[src/link_recovery_defines.vh]
`ifndef LINK_RECOVERY_DEFINES_VH
`define LINK_RECOVERY_DEFINES_VH

// ********************************************
// Character coding on the user streams
// ********************************************
// 9-bit N-Char: bit 8 set marks a control char, low bits 0 = EOP, 1 = EEP
`define NCHAR_W        9
`define NCHAR_CTRL_BIT 8
`define NCHAR_EOP      9'h100
`define NCHAR_EEP      9'h101
`define ADDR_W         8

// ********************************************
// Error cause vector bit positions
// ********************************************
`define ERR_W          5
`define ERR_PARITY     0
`define ERR_DISCONNECT 1
`define ERR_ESCAPE     2
`define ERR_CHAR_SEQ   3
`define ERR_CREDIT     4

// ********************************************
// Timing
// ********************************************
// Disconnect hold time in ns, converted to ref_clk cycles
`define DISC_HOLD_NS     12800
`define REF_CLK_MHZ      25
`define DISC_HOLD_CYCLES ((`DISC_HOLD_NS * `REF_CLK_MHZ + 999) / 1000)
`define DISC_CNT_W       9

// FIFO defaults
`define FIFO_DEPTH     8
`define FIFO_PTR_W     3

`endif

[src/link_fifo.v]
`timescale 1ns/1ps
`include "link_recovery_defines.vh"

// ********************************************
// Synchronous FIFO with valid/ready on both sides
// ********************************************
module link_fifo #(
  parameter WIDTH = `NCHAR_W,
  parameter DEPTH = `FIFO_DEPTH,
  parameter PTR_W = `FIFO_PTR_W
) (
  input  wire             clk,
  input  wire             rst,
  input  wire [WIDTH-1:0] in_data,
  input  wire             in_valid,
  output wire             in_ready,
  output reg  [WIDTH-1:0] out_data,
  output wire             out_valid,
  input  wire             out_ready
);

  reg [WIDTH-1:0] mem [0:DEPTH-1];
  reg [PTR_W-1:0] wr_ptr;
  reg [PTR_W-1:0] rd_ptr;
  reg [PTR_W:0]   count;
  wire            push;
  wire            pop;

  assign in_ready  = (count != DEPTH[PTR_W:0]);
  assign out_valid = (count != {(PTR_W+1){1'b0}});
  assign push      = in_valid & in_ready;
  assign pop       = out_valid & out_ready;

  always @* begin
    out_data = mem[rd_ptr];
  end

  always @(posedge clk) begin
    if (push) begin
      mem[wr_ptr] <= in_data;
    end
  end

  always @(posedge clk or posedge rst) begin
    if (rst) begin
      wr_ptr <= {PTR_W{1'b0}};
      rd_ptr <= {PTR_W{1'b0}};
      count  <= {(PTR_W+1){1'b0}};
    end else begin
      if (push) begin
        wr_ptr <= (wr_ptr == DEPTH[PTR_W-1:0] - 1'b1) ? {PTR_W{1'b0}} : wr_ptr + 1'b1;
      end
      if (pop) begin
        rd_ptr <= (rd_ptr == DEPTH[PTR_W-1:0] - 1'b1) ? {PTR_W{1'b0}} : rd_ptr + 1'b1;
      end
      if (push & ~pop) begin
        count <= count + 1'b1;
      end else if (pop & ~push) begin
        count <= count - 1'b1;
      end
    end
  end

endmodule

[src/link_error_recovery.v]
`timescale 1ns/1ps
`include "link_recovery_defines.vh"

module link_error_recovery #(
  parameter IS_SWITCH    = 1'b0,
  parameter DISC_CYCLES  = `DISC_HOLD_CYCLES,
  parameter FIFO_DEPTH   = `FIFO_DEPTH,
  parameter FIFO_PTR_W   = `FIFO_PTR_W
) (
  input  wire                ref_clk,
  input  wire                rst,
  input  wire                link_enable,
  input  wire                link_clk,
  input  wire [`ERR_W-1:0]   err_cause,
  input  wire                link_up,
  input  wire [`NCHAR_W-1:0] rx_char,
  input  wire                rx_char_valid,
  input  wire                rx_header_err,
  input  wire                rx_addr_known,
  output wire                rx_out_valid,
  output wire [`NCHAR_W-1:0] rx_out_data,
  input  wire                rx_out_ready,
  output reg                 rx_eep_flag,
  output reg                 rx_addr_err,
  output reg                 rx_header_flag,
  input  wire [`NCHAR_W-1:0] tx_app_data,
  input  wire                tx_app_valid,
  output wire                tx_app_ready,
  input  wire                tx_addr_known,
  output reg                 tx_addr_err,
  output reg  [`NCHAR_W-1:0] tx_link_data,
  output reg                 tx_link_valid,
  input  wire                tx_link_ready,
  output reg                 link_disconnect,
  output reg                 link_error,
  output reg                 link_error_status
);

  // ********************************************
  // Input synchronisers
  // ********************************************
  localparam SYNC_W = `ERR_W + 6 + `NCHAR_W;
  // Enable idles high so a release from reset shows no false disconnect
  localparam [SYNC_W-1:0] SYNC_RST = {{(SYNC_W-`ERR_W-2){1'b0}}, 1'b1, {(`ERR_W+1){1'b0}}};
  wire [SYNC_W-1:0] async_in;
  wire [`NCHAR_W-1:0] rx_char_s;
  wire              hdr_err_s;
  wire              addr_known_s;
  reg  [SYNC_W-1:0] sync_a;
  reg  [SYNC_W-1:0] sync_b;
  reg               link_clk_prev;
  wire [`ERR_W-1:0] err_s;
  wire              enable_s;
  wire              up_s;
  wire              lclk_s;
  wire              lclk_rise;
  reg               err_prev;

  // Character and its qualifiers travel through the same two stages as link_clk
  assign async_in  = {rx_addr_known, rx_header_err, rx_char, link_clk, link_up, link_enable, rx_char_valid, err_cause};
  assign rx_char_s    = sync_b[`ERR_W+4 +: `NCHAR_W];
  assign hdr_err_s    = sync_b[`ERR_W+4+`NCHAR_W];
  assign addr_known_s = sync_b[`ERR_W+5+`NCHAR_W];
  assign err_s     = sync_b[`ERR_W-1:0];
  assign enable_s  = sync_b[`ERR_W+1];
  assign up_s      = sync_b[`ERR_W+2];
  assign lclk_s    = sync_b[`ERR_W+3];
  assign lclk_rise = lclk_s & ~link_clk_prev;

  always @(posedge ref_clk or posedge rst) begin
    if (rst) begin
      sync_a        <= SYNC_RST;
      sync_b        <= SYNC_RST;
      link_clk_prev <= 1'b0;
      err_prev      <= 1'b0;
    end else begin
      sync_a        <= async_in;
      sync_b        <= sync_a;
      link_clk_prev <= lclk_s;
      err_prev      <= |err_s;
    end
  end

  // Any of the five causes gives one error event
  wire err_any  = |err_s;
  wire err_rise = err_any & ~err_prev;

  // ********************************************
  // Recovery state machine
  // ********************************************
  localparam ST_RUN   = 4'b0001;
  localparam ST_FLUSH = 4'b0010;
  localparam ST_HOLD  = 4'b0100;
  localparam ST_WAIT  = 4'b1000;

  reg  [3:0]             state;
  reg  [3:0]             next_state;
  reg  [`DISC_CNT_W-1:0] hold_cnt;
  reg                    eep_done;
  wire                   rx_in_ready;
  reg                    last_was_end;
  reg                    tx_spill;

  always @* begin
    next_state = state;
    case (state)
      ST_RUN: begin
        if (err_rise) begin
          next_state = ST_FLUSH;
        end
      end
      ST_FLUSH: begin
        if (eep_done) begin
          next_state = ST_HOLD;
        end
      end
      ST_HOLD: begin
        if (hold_cnt == DISC_CYCLES[`DISC_CNT_W-1:0] - 1'b1) begin
          next_state = ST_WAIT;
        end
      end
      ST_WAIT: begin
        if (enable_s & ~err_any) begin
          next_state = ST_RUN;
        end
      end
      default: begin
        next_state = ST_RUN;
      end
    endcase
  end

  always @(posedge ref_clk or posedge rst) begin
    if (rst) begin
      state             <= ST_RUN;
      hold_cnt          <= {`DISC_CNT_W{1'b0}};
      link_disconnect   <= 1'b0;
      link_error        <= 1'b0;
      link_error_status <= 1'b0;
    end else begin
      state           <= next_state;
      hold_cnt        <= (state == ST_HOLD) ? hold_cnt + 1'b1 : {`DISC_CNT_W{1'b0}};
      // Disconnect only this link while recovering or disabled
      link_disconnect <= (next_state != ST_RUN) | ~enable_s;
      link_error      <= err_rise & ~IS_SWITCH;
      if (err_rise & IS_SWITCH) begin
        link_error_status <= 1'b1;
      end else if (up_s) begin
        link_error_status <= 1'b0;
      end
    end
  end

  // ********************************************
  // Receive path
  // ********************************************
  reg                 spill_rx;
  reg                 rx_first;
  reg                 lclk_valid;
  reg [`NCHAR_W-1:0]  fifo_in_data;
  reg                 fifo_in_valid;
  wire                rx_is_end;
  wire                rx_take;
  wire                insert_eep;

  assign rx_is_end  = rx_char_s[`NCHAR_CTRL_BIT];
  assign rx_take    = lclk_rise & lclk_valid & (state == ST_RUN);
  assign insert_eep = (state == ST_FLUSH) & ~last_was_end;

  always @* begin
    eep_done = (state == ST_FLUSH) & (last_was_end | rx_in_ready);
  end

  always @* begin
    lclk_valid = sync_b[`ERR_W];
  end

  always @(posedge ref_clk or posedge rst) begin
    if (rst) begin
      last_was_end   <= 1'b1;
      spill_rx       <= 1'b0;
      rx_first       <= 1'b1;
      fifo_in_data   <= {`NCHAR_W{1'b0}};
      fifo_in_valid  <= 1'b0;
      rx_eep_flag    <= 1'b0;
      rx_addr_err    <= 1'b0;
      rx_header_flag <= 1'b0;
    end else begin
      fifo_in_valid  <= 1'b0;
      rx_eep_flag    <= 1'b0;
      rx_addr_err    <= 1'b0;
      rx_header_flag <= 1'b0;
      if (insert_eep & rx_in_ready) begin
        fifo_in_data  <= `NCHAR_EEP;
        fifo_in_valid <= 1'b1;
        last_was_end  <= 1'b1;
        // Corrupt null/FCT or escape pair: EEP ends the packet, the next char starts a new one and nothing is spilled
        spill_rx      <= 1'b0;
        rx_first      <= 1'b1;
      end else if (state == ST_FLUSH) begin
        // Error inside a discarded packet spills the following packet; right after an end marker nothing spills
        spill_rx      <= ~rx_first;
        rx_first      <= 1'b1;
      end else if (rx_take & rx_in_ready) begin
        if (rx_first & (hdr_err_s | (IS_SWITCH & ~addr_known_s))) begin
          spill_rx       <= ~rx_is_end;
          rx_header_flag <= hdr_err_s & ~IS_SWITCH;
        end else if (spill_rx) begin
          spill_rx <= ~rx_is_end;
        end else begin
          fifo_in_data  <= rx_char_s;
          fifo_in_valid <= 1'b1;
          last_was_end  <= rx_is_end;
          rx_eep_flag   <= ~IS_SWITCH & (rx_char_s == `NCHAR_EEP);
          rx_addr_err   <= ~IS_SWITCH & rx_first & ~addr_known_s;
        end
        rx_first <= rx_is_end;
      end
    end
  end

  link_fifo #(
    .WIDTH (`NCHAR_W),
    .DEPTH (FIFO_DEPTH),
    .PTR_W (FIFO_PTR_W)
  ) rx_fifo (
    .clk       (ref_clk),
    .rst       (rst),
    .in_data   (fifo_in_data),
    .in_valid  (fifo_in_valid),
    .in_ready  (rx_in_ready),
    .out_data  (rx_out_data),
    .out_valid (rx_out_valid),
    .out_ready (rx_out_ready)
  );

  // ********************************************
  // Transmit path
  // ********************************************
  reg  tx_first;
  reg  tx_addr_spill;
  wire tx_is_end = tx_app_data[`NCHAR_CTRL_BIT];
  wire tx_drop   = tx_spill | tx_addr_spill | (tx_first & ~tx_addr_known);

  assign tx_app_ready = tx_drop ? 1'b1 : ((state == ST_RUN) & (~tx_link_valid | tx_link_ready));

  always @(posedge ref_clk or posedge rst) begin
    if (rst) begin
      tx_spill      <= 1'b0;
      tx_addr_spill <= 1'b0;
      tx_first      <= 1'b1;
      tx_addr_err   <= 1'b0;
      tx_link_data  <= {`NCHAR_W{1'b0}};
      tx_link_valid <= 1'b0;
    end else begin
      tx_addr_err <= 1'b0;
      if (tx_link_valid & tx_link_ready) begin
        tx_link_valid <= 1'b0;
      end
      if (err_rise & ~tx_first) begin
        tx_spill      <= 1'b1;
        tx_link_valid <= 1'b0;
      end else if (tx_app_valid & tx_app_ready) begin
        if (tx_first & ~tx_addr_known & ~tx_spill) begin
          tx_addr_spill <= ~tx_is_end;
          tx_addr_err   <= 1'b1;
        end else if (tx_spill | tx_addr_spill) begin
          tx_spill      <= tx_spill & ~tx_is_end;
          tx_addr_spill <= tx_addr_spill & ~tx_is_end;
        end else begin
          tx_link_data  <= tx_app_data;
          tx_link_valid <= 1'b1;
        end
        tx_first <= tx_is_end;
      end
    end
  end

endmodule

[config.mk]
export PLATFORM = sky130hd
export DESIGN_NAME = link_error_recovery
export DESIGN_NICKNAME = d
export VERILOG_FILES = /design/src/link_fifo.v /design/src/link_error_recovery.v
export VERILOG_INCLUDE_DIRS = /design/src
export SDC_FILE = /design/constraint.sdc
export NUM_CORES = 1
export LEC_CHECK = 0
export ABC_CLOCK_PERIOD_IN_PS = 7600
export BUFFER_PORTS_ARGS = -buffer_cell sky130_fd_sc_hd__buf_2
export CORE_ASPECT_RATIO = 0.9
export CORE_MARGIN = 3
export CORE_UTILIZATION = 45
export DETAILED_ROUTE_END_ITERATION = 16
export GPL_TIMING_DRIVEN = 1
export PLACE_DENSITY = 0.73
export SYNTH_ARGS = -nofsm -noshare
export SYNTH_HDL_FRONTEND = slang
export SYNTH_HIERARCHICAL = 1
export SYNTH_SLANG_ARGS = --single-unit
[constraint.sdc]
create_clock -name ref_clk -period 7.6 [get_ports ref_clk]
set_input_delay 1.52 -clock ref_clk [delete_from_list [all_inputs] [get_ports ref_clk]]
set_output_delay 1.52 -clock ref_clk [all_outputs]
set_load 0.01 [all_outputs]
== Word-level counts from Yosys, hierarchy flattened ==
Memory sizes are Yosys's and may differ from the RTL's.
Index checks and enable logic that the tools add are counted.
Word-level totals
  memory bits (writable): 72
  bits in registers: 97
  memories: 1
  word-level logic and storage cells: 168
Memory list
  rx_fifo.mem: depth 8, bits a word 9, rd ports 1, clocked after memory_dff 0, wr ports 1, RTL line link_fifo.v:22  | reg [WIDTH-1:0] mem [0:DEPTH-1];
Cells by class
  multiplexer cells: 64
  bitwise logic cells: 46
  add/sub/neg operators: 5
  reduce and logical (&&, ||, !) cells: 13
  equal/unequal tests: 14
Operators with widths (number)
  9-bit two-way mux: 6
  1-bit two-way mux: 49
  4-bit two-way mux: 6
  1-bit bitwise AND: 23
  9-bit == test (second input constant): 2
  1-bit inverter: 18
  4-bit case mux with 4 select lines: 1
  2-bit nonzero test: 5
  9-bit by 1-bit adder with 9-bit output (second input constant): 1
  4-bit AND reduction: 2
  3-bit by 1-bit adder with 3-bit output (second input constant): 2
  3-bit == test (second input constant): 2
  3-bit two-way mux: 2
  3-bit AND reduction: 2
  1-bit bitwise OR: 5
  5-bit OR reduction: 1
  4-bit by 1-bit adder with 4-bit output (second input constant): 1
  4-bit by 1-bit == test with 1-bit output (second input constant): 1
  4-bit by 2-bit == test with 1-bit output (second input constant): 1
  4-bit by 3-bit == test with 1-bit output (second input constant): 1
  4-bit == test (second input constant): 1
  2-bit by 1-bit inequality test with 1-bit output (second input constant): 2
  2-bit inequality test (second input constant): 2
  4-bit by 1-bit inequality test with 1-bit output (second input constant): 1
  other kinds (5): 5

== Logic depth before layout (Yosys ltp) ==
  depth after elaboration: 8
  depth in mapped cells: 9

== Cells and area by module ==
The synthesis kept the hierarchy.
Modules (own cells, without submodules)
  link_fifo: times used 1, area an instance 3413.3 sq um, cells each 170
  link_error_recovery: times used 1, area an instance 2971.6 sq um, cells each 214

== Worst setup path before layout ==
No wires, ideal clock.
  path type: in2out
  start point: in tx_link_ready
  end point: out tx_app_ready
  stages on the path: 2
  path buffers: 0
  arrival: 2.012 ns
  required time: 6.080 ns
  path slack: 4.068 ns
  path through: nor2b_1 o221ai_1
On the way
  word-level cells in the longest chain between the ends: 3
Ends and longest elaborated chain
  start, declared: RTL line link_error_recovery.v:33  | input wire tx_link_ready,
  1-bit bitwise OR: RTL line link_error_recovery.v:245  | assign tx_app_ready = tx_drop ? 1'b1 : ((state == ST_RUN) & (~tx_link_valid | tx_link_ready));
  1-bit bitwise AND: RTL line link_error_recovery.v:245
  1-bit two-way mux: RTL line link_error_recovery.v:245
  end, declared: RTL line link_error_recovery.v:28  | output wire tx_app_ready,
No other way between the ends.

== Final worst setup path ==
Same ends and word-level chain as after synthesis.

==> flow_summary.json <==
{
  "rows": 40,
  "critPathTopFamily": "buffers and inverters",
  "power.density_nw_per_um2": 344,
  "dp_cells": 625,
  "drt-wirelength-per-cell_um": 16.4,
  "hold_depth": 0,
  "synthArstFlopShare_pct": 56.9,
  "power.share.clock_pct": 30.1,
  "rr_worst_depth": 9,
  "ios": 63,
  "yosys_warnings": 6,
  "crit_slowest_cell": "nor2b_1",
  "drt_wl_total_mm": 10.8,
  "critPathMaxFanout": 4,
  "worstPathRequired_ns": 6.08,
  "portBuffers": 60,
  "core_area_um2": 13600,
  "ys_ff_latch": 167,
  "p_int_mw": 1.85,
  "grt-ovfl-total": 0,
  "antenna_found_initial": 0,
  "synth_top_area_cell": "dfrtp_1",
  "place_congestion": 0.750,
  "drc": 0,
  "ctsRootBufferMaster": "clkbuf_16",
  "cts.path.max_buffers": 2,
  "combPwrFrac_pct": 20.4,
  "nets": 499,
  "synth_nets": 428,
  "synth_ff_type": "dfrtp_1",
  "die_area_um2": 15700,
  "synth_top_area_share_pct": 34.9,
  "drt_iter0_drc": 191,
  "arrival_ns": 2.33,
  "skew_ns": 0.00904,
  "maxCapViolCount": 0,
  "syn_avg_cell_area_um2": 16.6,
  "clock-sinks": 167,
  "cp_num_buf_inv": 2,
  "grt_start_max_net_pins": 86,
  "yosysUniqueCellTypes": 57,
  "grt_pass1_vias": 3541,
  "timing.final.crit_share_pct": 50.7,
  "final_antenna_net_count": 0,
  "synth_enable_flop_cells": 72,
  "relSlewSlack_pct": 30.9,
  "htree_levels": 4,
  "hpwlAfterDp_mm": 7.05,
  "fin_crit_ns": 3.85,
  "final_layout_size_suffix_gt1_share_pct": 31.8,
  "utilization_pct": 54.8,
  "path_clk_slew_ns": 0.06,
  "via_per_inst": 5.13,
  "ys_seq_area_share_pct": 71.2,
  "grt_pass1_wl_mm": 18.5,
  "stdcell_count": 657,
  "start_util_pct": 46.9,
  "cts_setup_buffers": 0,
  "p_seq_share_pct": 49.4,
  "path_common_cell": "buf_2",
  "critPathMaxStageDelay_ns": 0.28,
  "rsz0062_at_grt": "false",
  "cts_buffers": 17,
  "drv_slew": 0,
  "synth.cell_area_um2": 6380,
  "cp-end-kind": "primary output",
  "diodes": 0,
  "die_w_um": 132,
  "synthCells": 384,
  "areaGrowthSynthToFinish_pct": 16.7,
  "max_slew.worst_pin.slew_ns": 1.03,
  "synth_area_leaders": "dfrtp_1, edfxtp_1, mux4_2",
  "cts_hold_buf": 0,
  "clk_latency_ns": 0.42,
  "fin_ws_ns": 3.75,
  "cts_tree": "yes",
  "worstSetupPathType": "in -> out",
  "cp.depth": 4,
  "min_path_type": "reg -> reg",
  "crit_path_start_kind": "input pin",
  "grt_usage_pct": 15.3,
  "final-setup-viol-count": 0,
  "hold_ws_ns": 0.343,
  "switching_share_pct": 27.9,
  "timing.fmax_mhz": 260,
  "dr_total_vias": 3372,
  "cts_resized": 0,
  "dr.pass1.iters": 4,
  "path_cells": "buf_2 > nor2b_1 > o221ai_1 > buf_2",
  "post-place-ws_ns": 3.75,
  "p_leak_nw": 2.96,
  "status": "finished, final reports clean",
  "vdd_drop_max_v": 0.000212,
  "final.setup.tns_ns": 0,
  "chipHeight_um": 119,
  "p_switching_mw": 0.717,
  "finalHoldViolations": 0
}
[logic make-up (layout without fill, tap and decap cells)]
logic type / count (synthesis) / count (layout) / synth area share (%)
DFF: 167 / 167 / 71.2
and+or+nand+nor: 101 / 101 / 9.33
muxes: 42 / 42 / 10.7
AOI/OAI and AO/OA: 33 / 33 / 4.15
buffers and inverters: 23 / 107 / 1.53
adders and majority gates: 9 / 9 / 1.88
xor gates and xnor gates: 8 / 8 / 1.10
other: 1 / 1 / 0.0587
[layout make-up]
cell class / instances / area, um2
clock buffer: 18 / 429
inverter: 12 / 46.3
sequential: 167 / 4550
timing repair buffer: 63 / 323
multi-input combinational: 194 / 1760
tap: 189 / 236
clock inverter: 14 / 111
fill: 1108 / 6160
[worst paths after layout]
path | start | end | slack (ns)
setup / recovery | tx_link_ready | tx_app_ready | 3.75
hold / removal | sync_a[17]$_DFF_PP0_ | sync_b[17]$_DFF_PP0_ | 0.34
setup reg to reg | rx_fifo/count[0]$_DFFE_PP0P_ | rx_fifo/count[3]$_DFFE_PP0P_ | 4.69
hold reg to reg | sync_a[17]$_DFF_PP0_ | sync_b[17]$_DFF_PP0_ | 0.34
max in group asynchronous | rst | fifo_in_data[3]$_DFFE_PP0P_ | 5.54
min in group asynchronous | rst | rx_fifo/count[3]$_DFFE_PP0P_ | 1.11
[layout by cell type, fill, tap and decap left out, drive strengths merged, types with 6 or more instances in the layout]
master     n
a21oi      6
a22o       7
buf       63
clkbuf    18
clkinv     6
clkinvlp   8
dfrtp     89
dfstp      6
edfxtp    72
ha         8
inv       11
mux2      23
mux4      18
nand2     13
nand3      7
nor2      27
nor3      11
xnor2      6
[through the flow]
| stage | power, mW | instance area (um2) |
|---|---|---|
| floorplan | 1.63 | 6380 |
| global placement | 1.78 | 6910 |
| detailed placement | 1.82 | 6910 |
| CTS | 2.60 | 7450 |
| global route | 2.71 | 7450 |
| finish | 2.56 | 7450 |
[sequential cells by signal, indices dropped and copies added (netlist names), 3 cells and up]
| register | cells |
|---|---|
| rx_fifo/mem | 72 |
| fifo_in_data | 9 |
| rx_fifo/rd_ptr | 3 |
| rx_fifo/count | 4 |
| tx_link_data | 9 |
| sync_a | 19 |
| state | 4 |
| sync_b | 19 |
| hold_cnt | 9 |
| rx_fifo/wr_ptr | 3 |
[cells in the mapped netlist (all sizes together), types with 2 or more instances]
cell type  number
nand2          13
nand3b          4
nor3           11
nor4b           2
inv            12
nor4            5
a22o            7
dfrtp          89
nand3           7
o21ai           3
nand2b          5
and3b           2
clkbuf          3
o221ai          2
nor2           27
xnor2           6
dfstp           6
edfxtp         72
buf             8
and3            3
or4             3
nor3b           2
or4b            3
ha              8
a211o           3
a21o            3
nor2b           5
a21oi           6
mux4           18
mux2           23
xor2            2
or3             4
nand4           2
[power by group through the flow]
stage                     logic [mW]  registers, mW  clock network (mW)
after detailed placement       0.532           1.29                   0
after CTS                      0.533           1.27               0.798
after floorplan                0.401           1.22                   0
after global placement         0.510           1.27                   0
final                          0.524           1.27               0.773
after global routing           0.579           1.29               0.841
[routing by layer]
layer  share of wire [%]  up-vias  wire [um]  global-route usage (%)
met3                 6.2       12        668                    5.70
met2                  46       91       5000                    23.2
met1                  46     1688       4990                    20.4
met4                 1.1        0        123                    5.51
met5                   0        -          0                       0
li1                    -     1581          -                       -
Note: power is estimated with default switching activity, not from simulation.
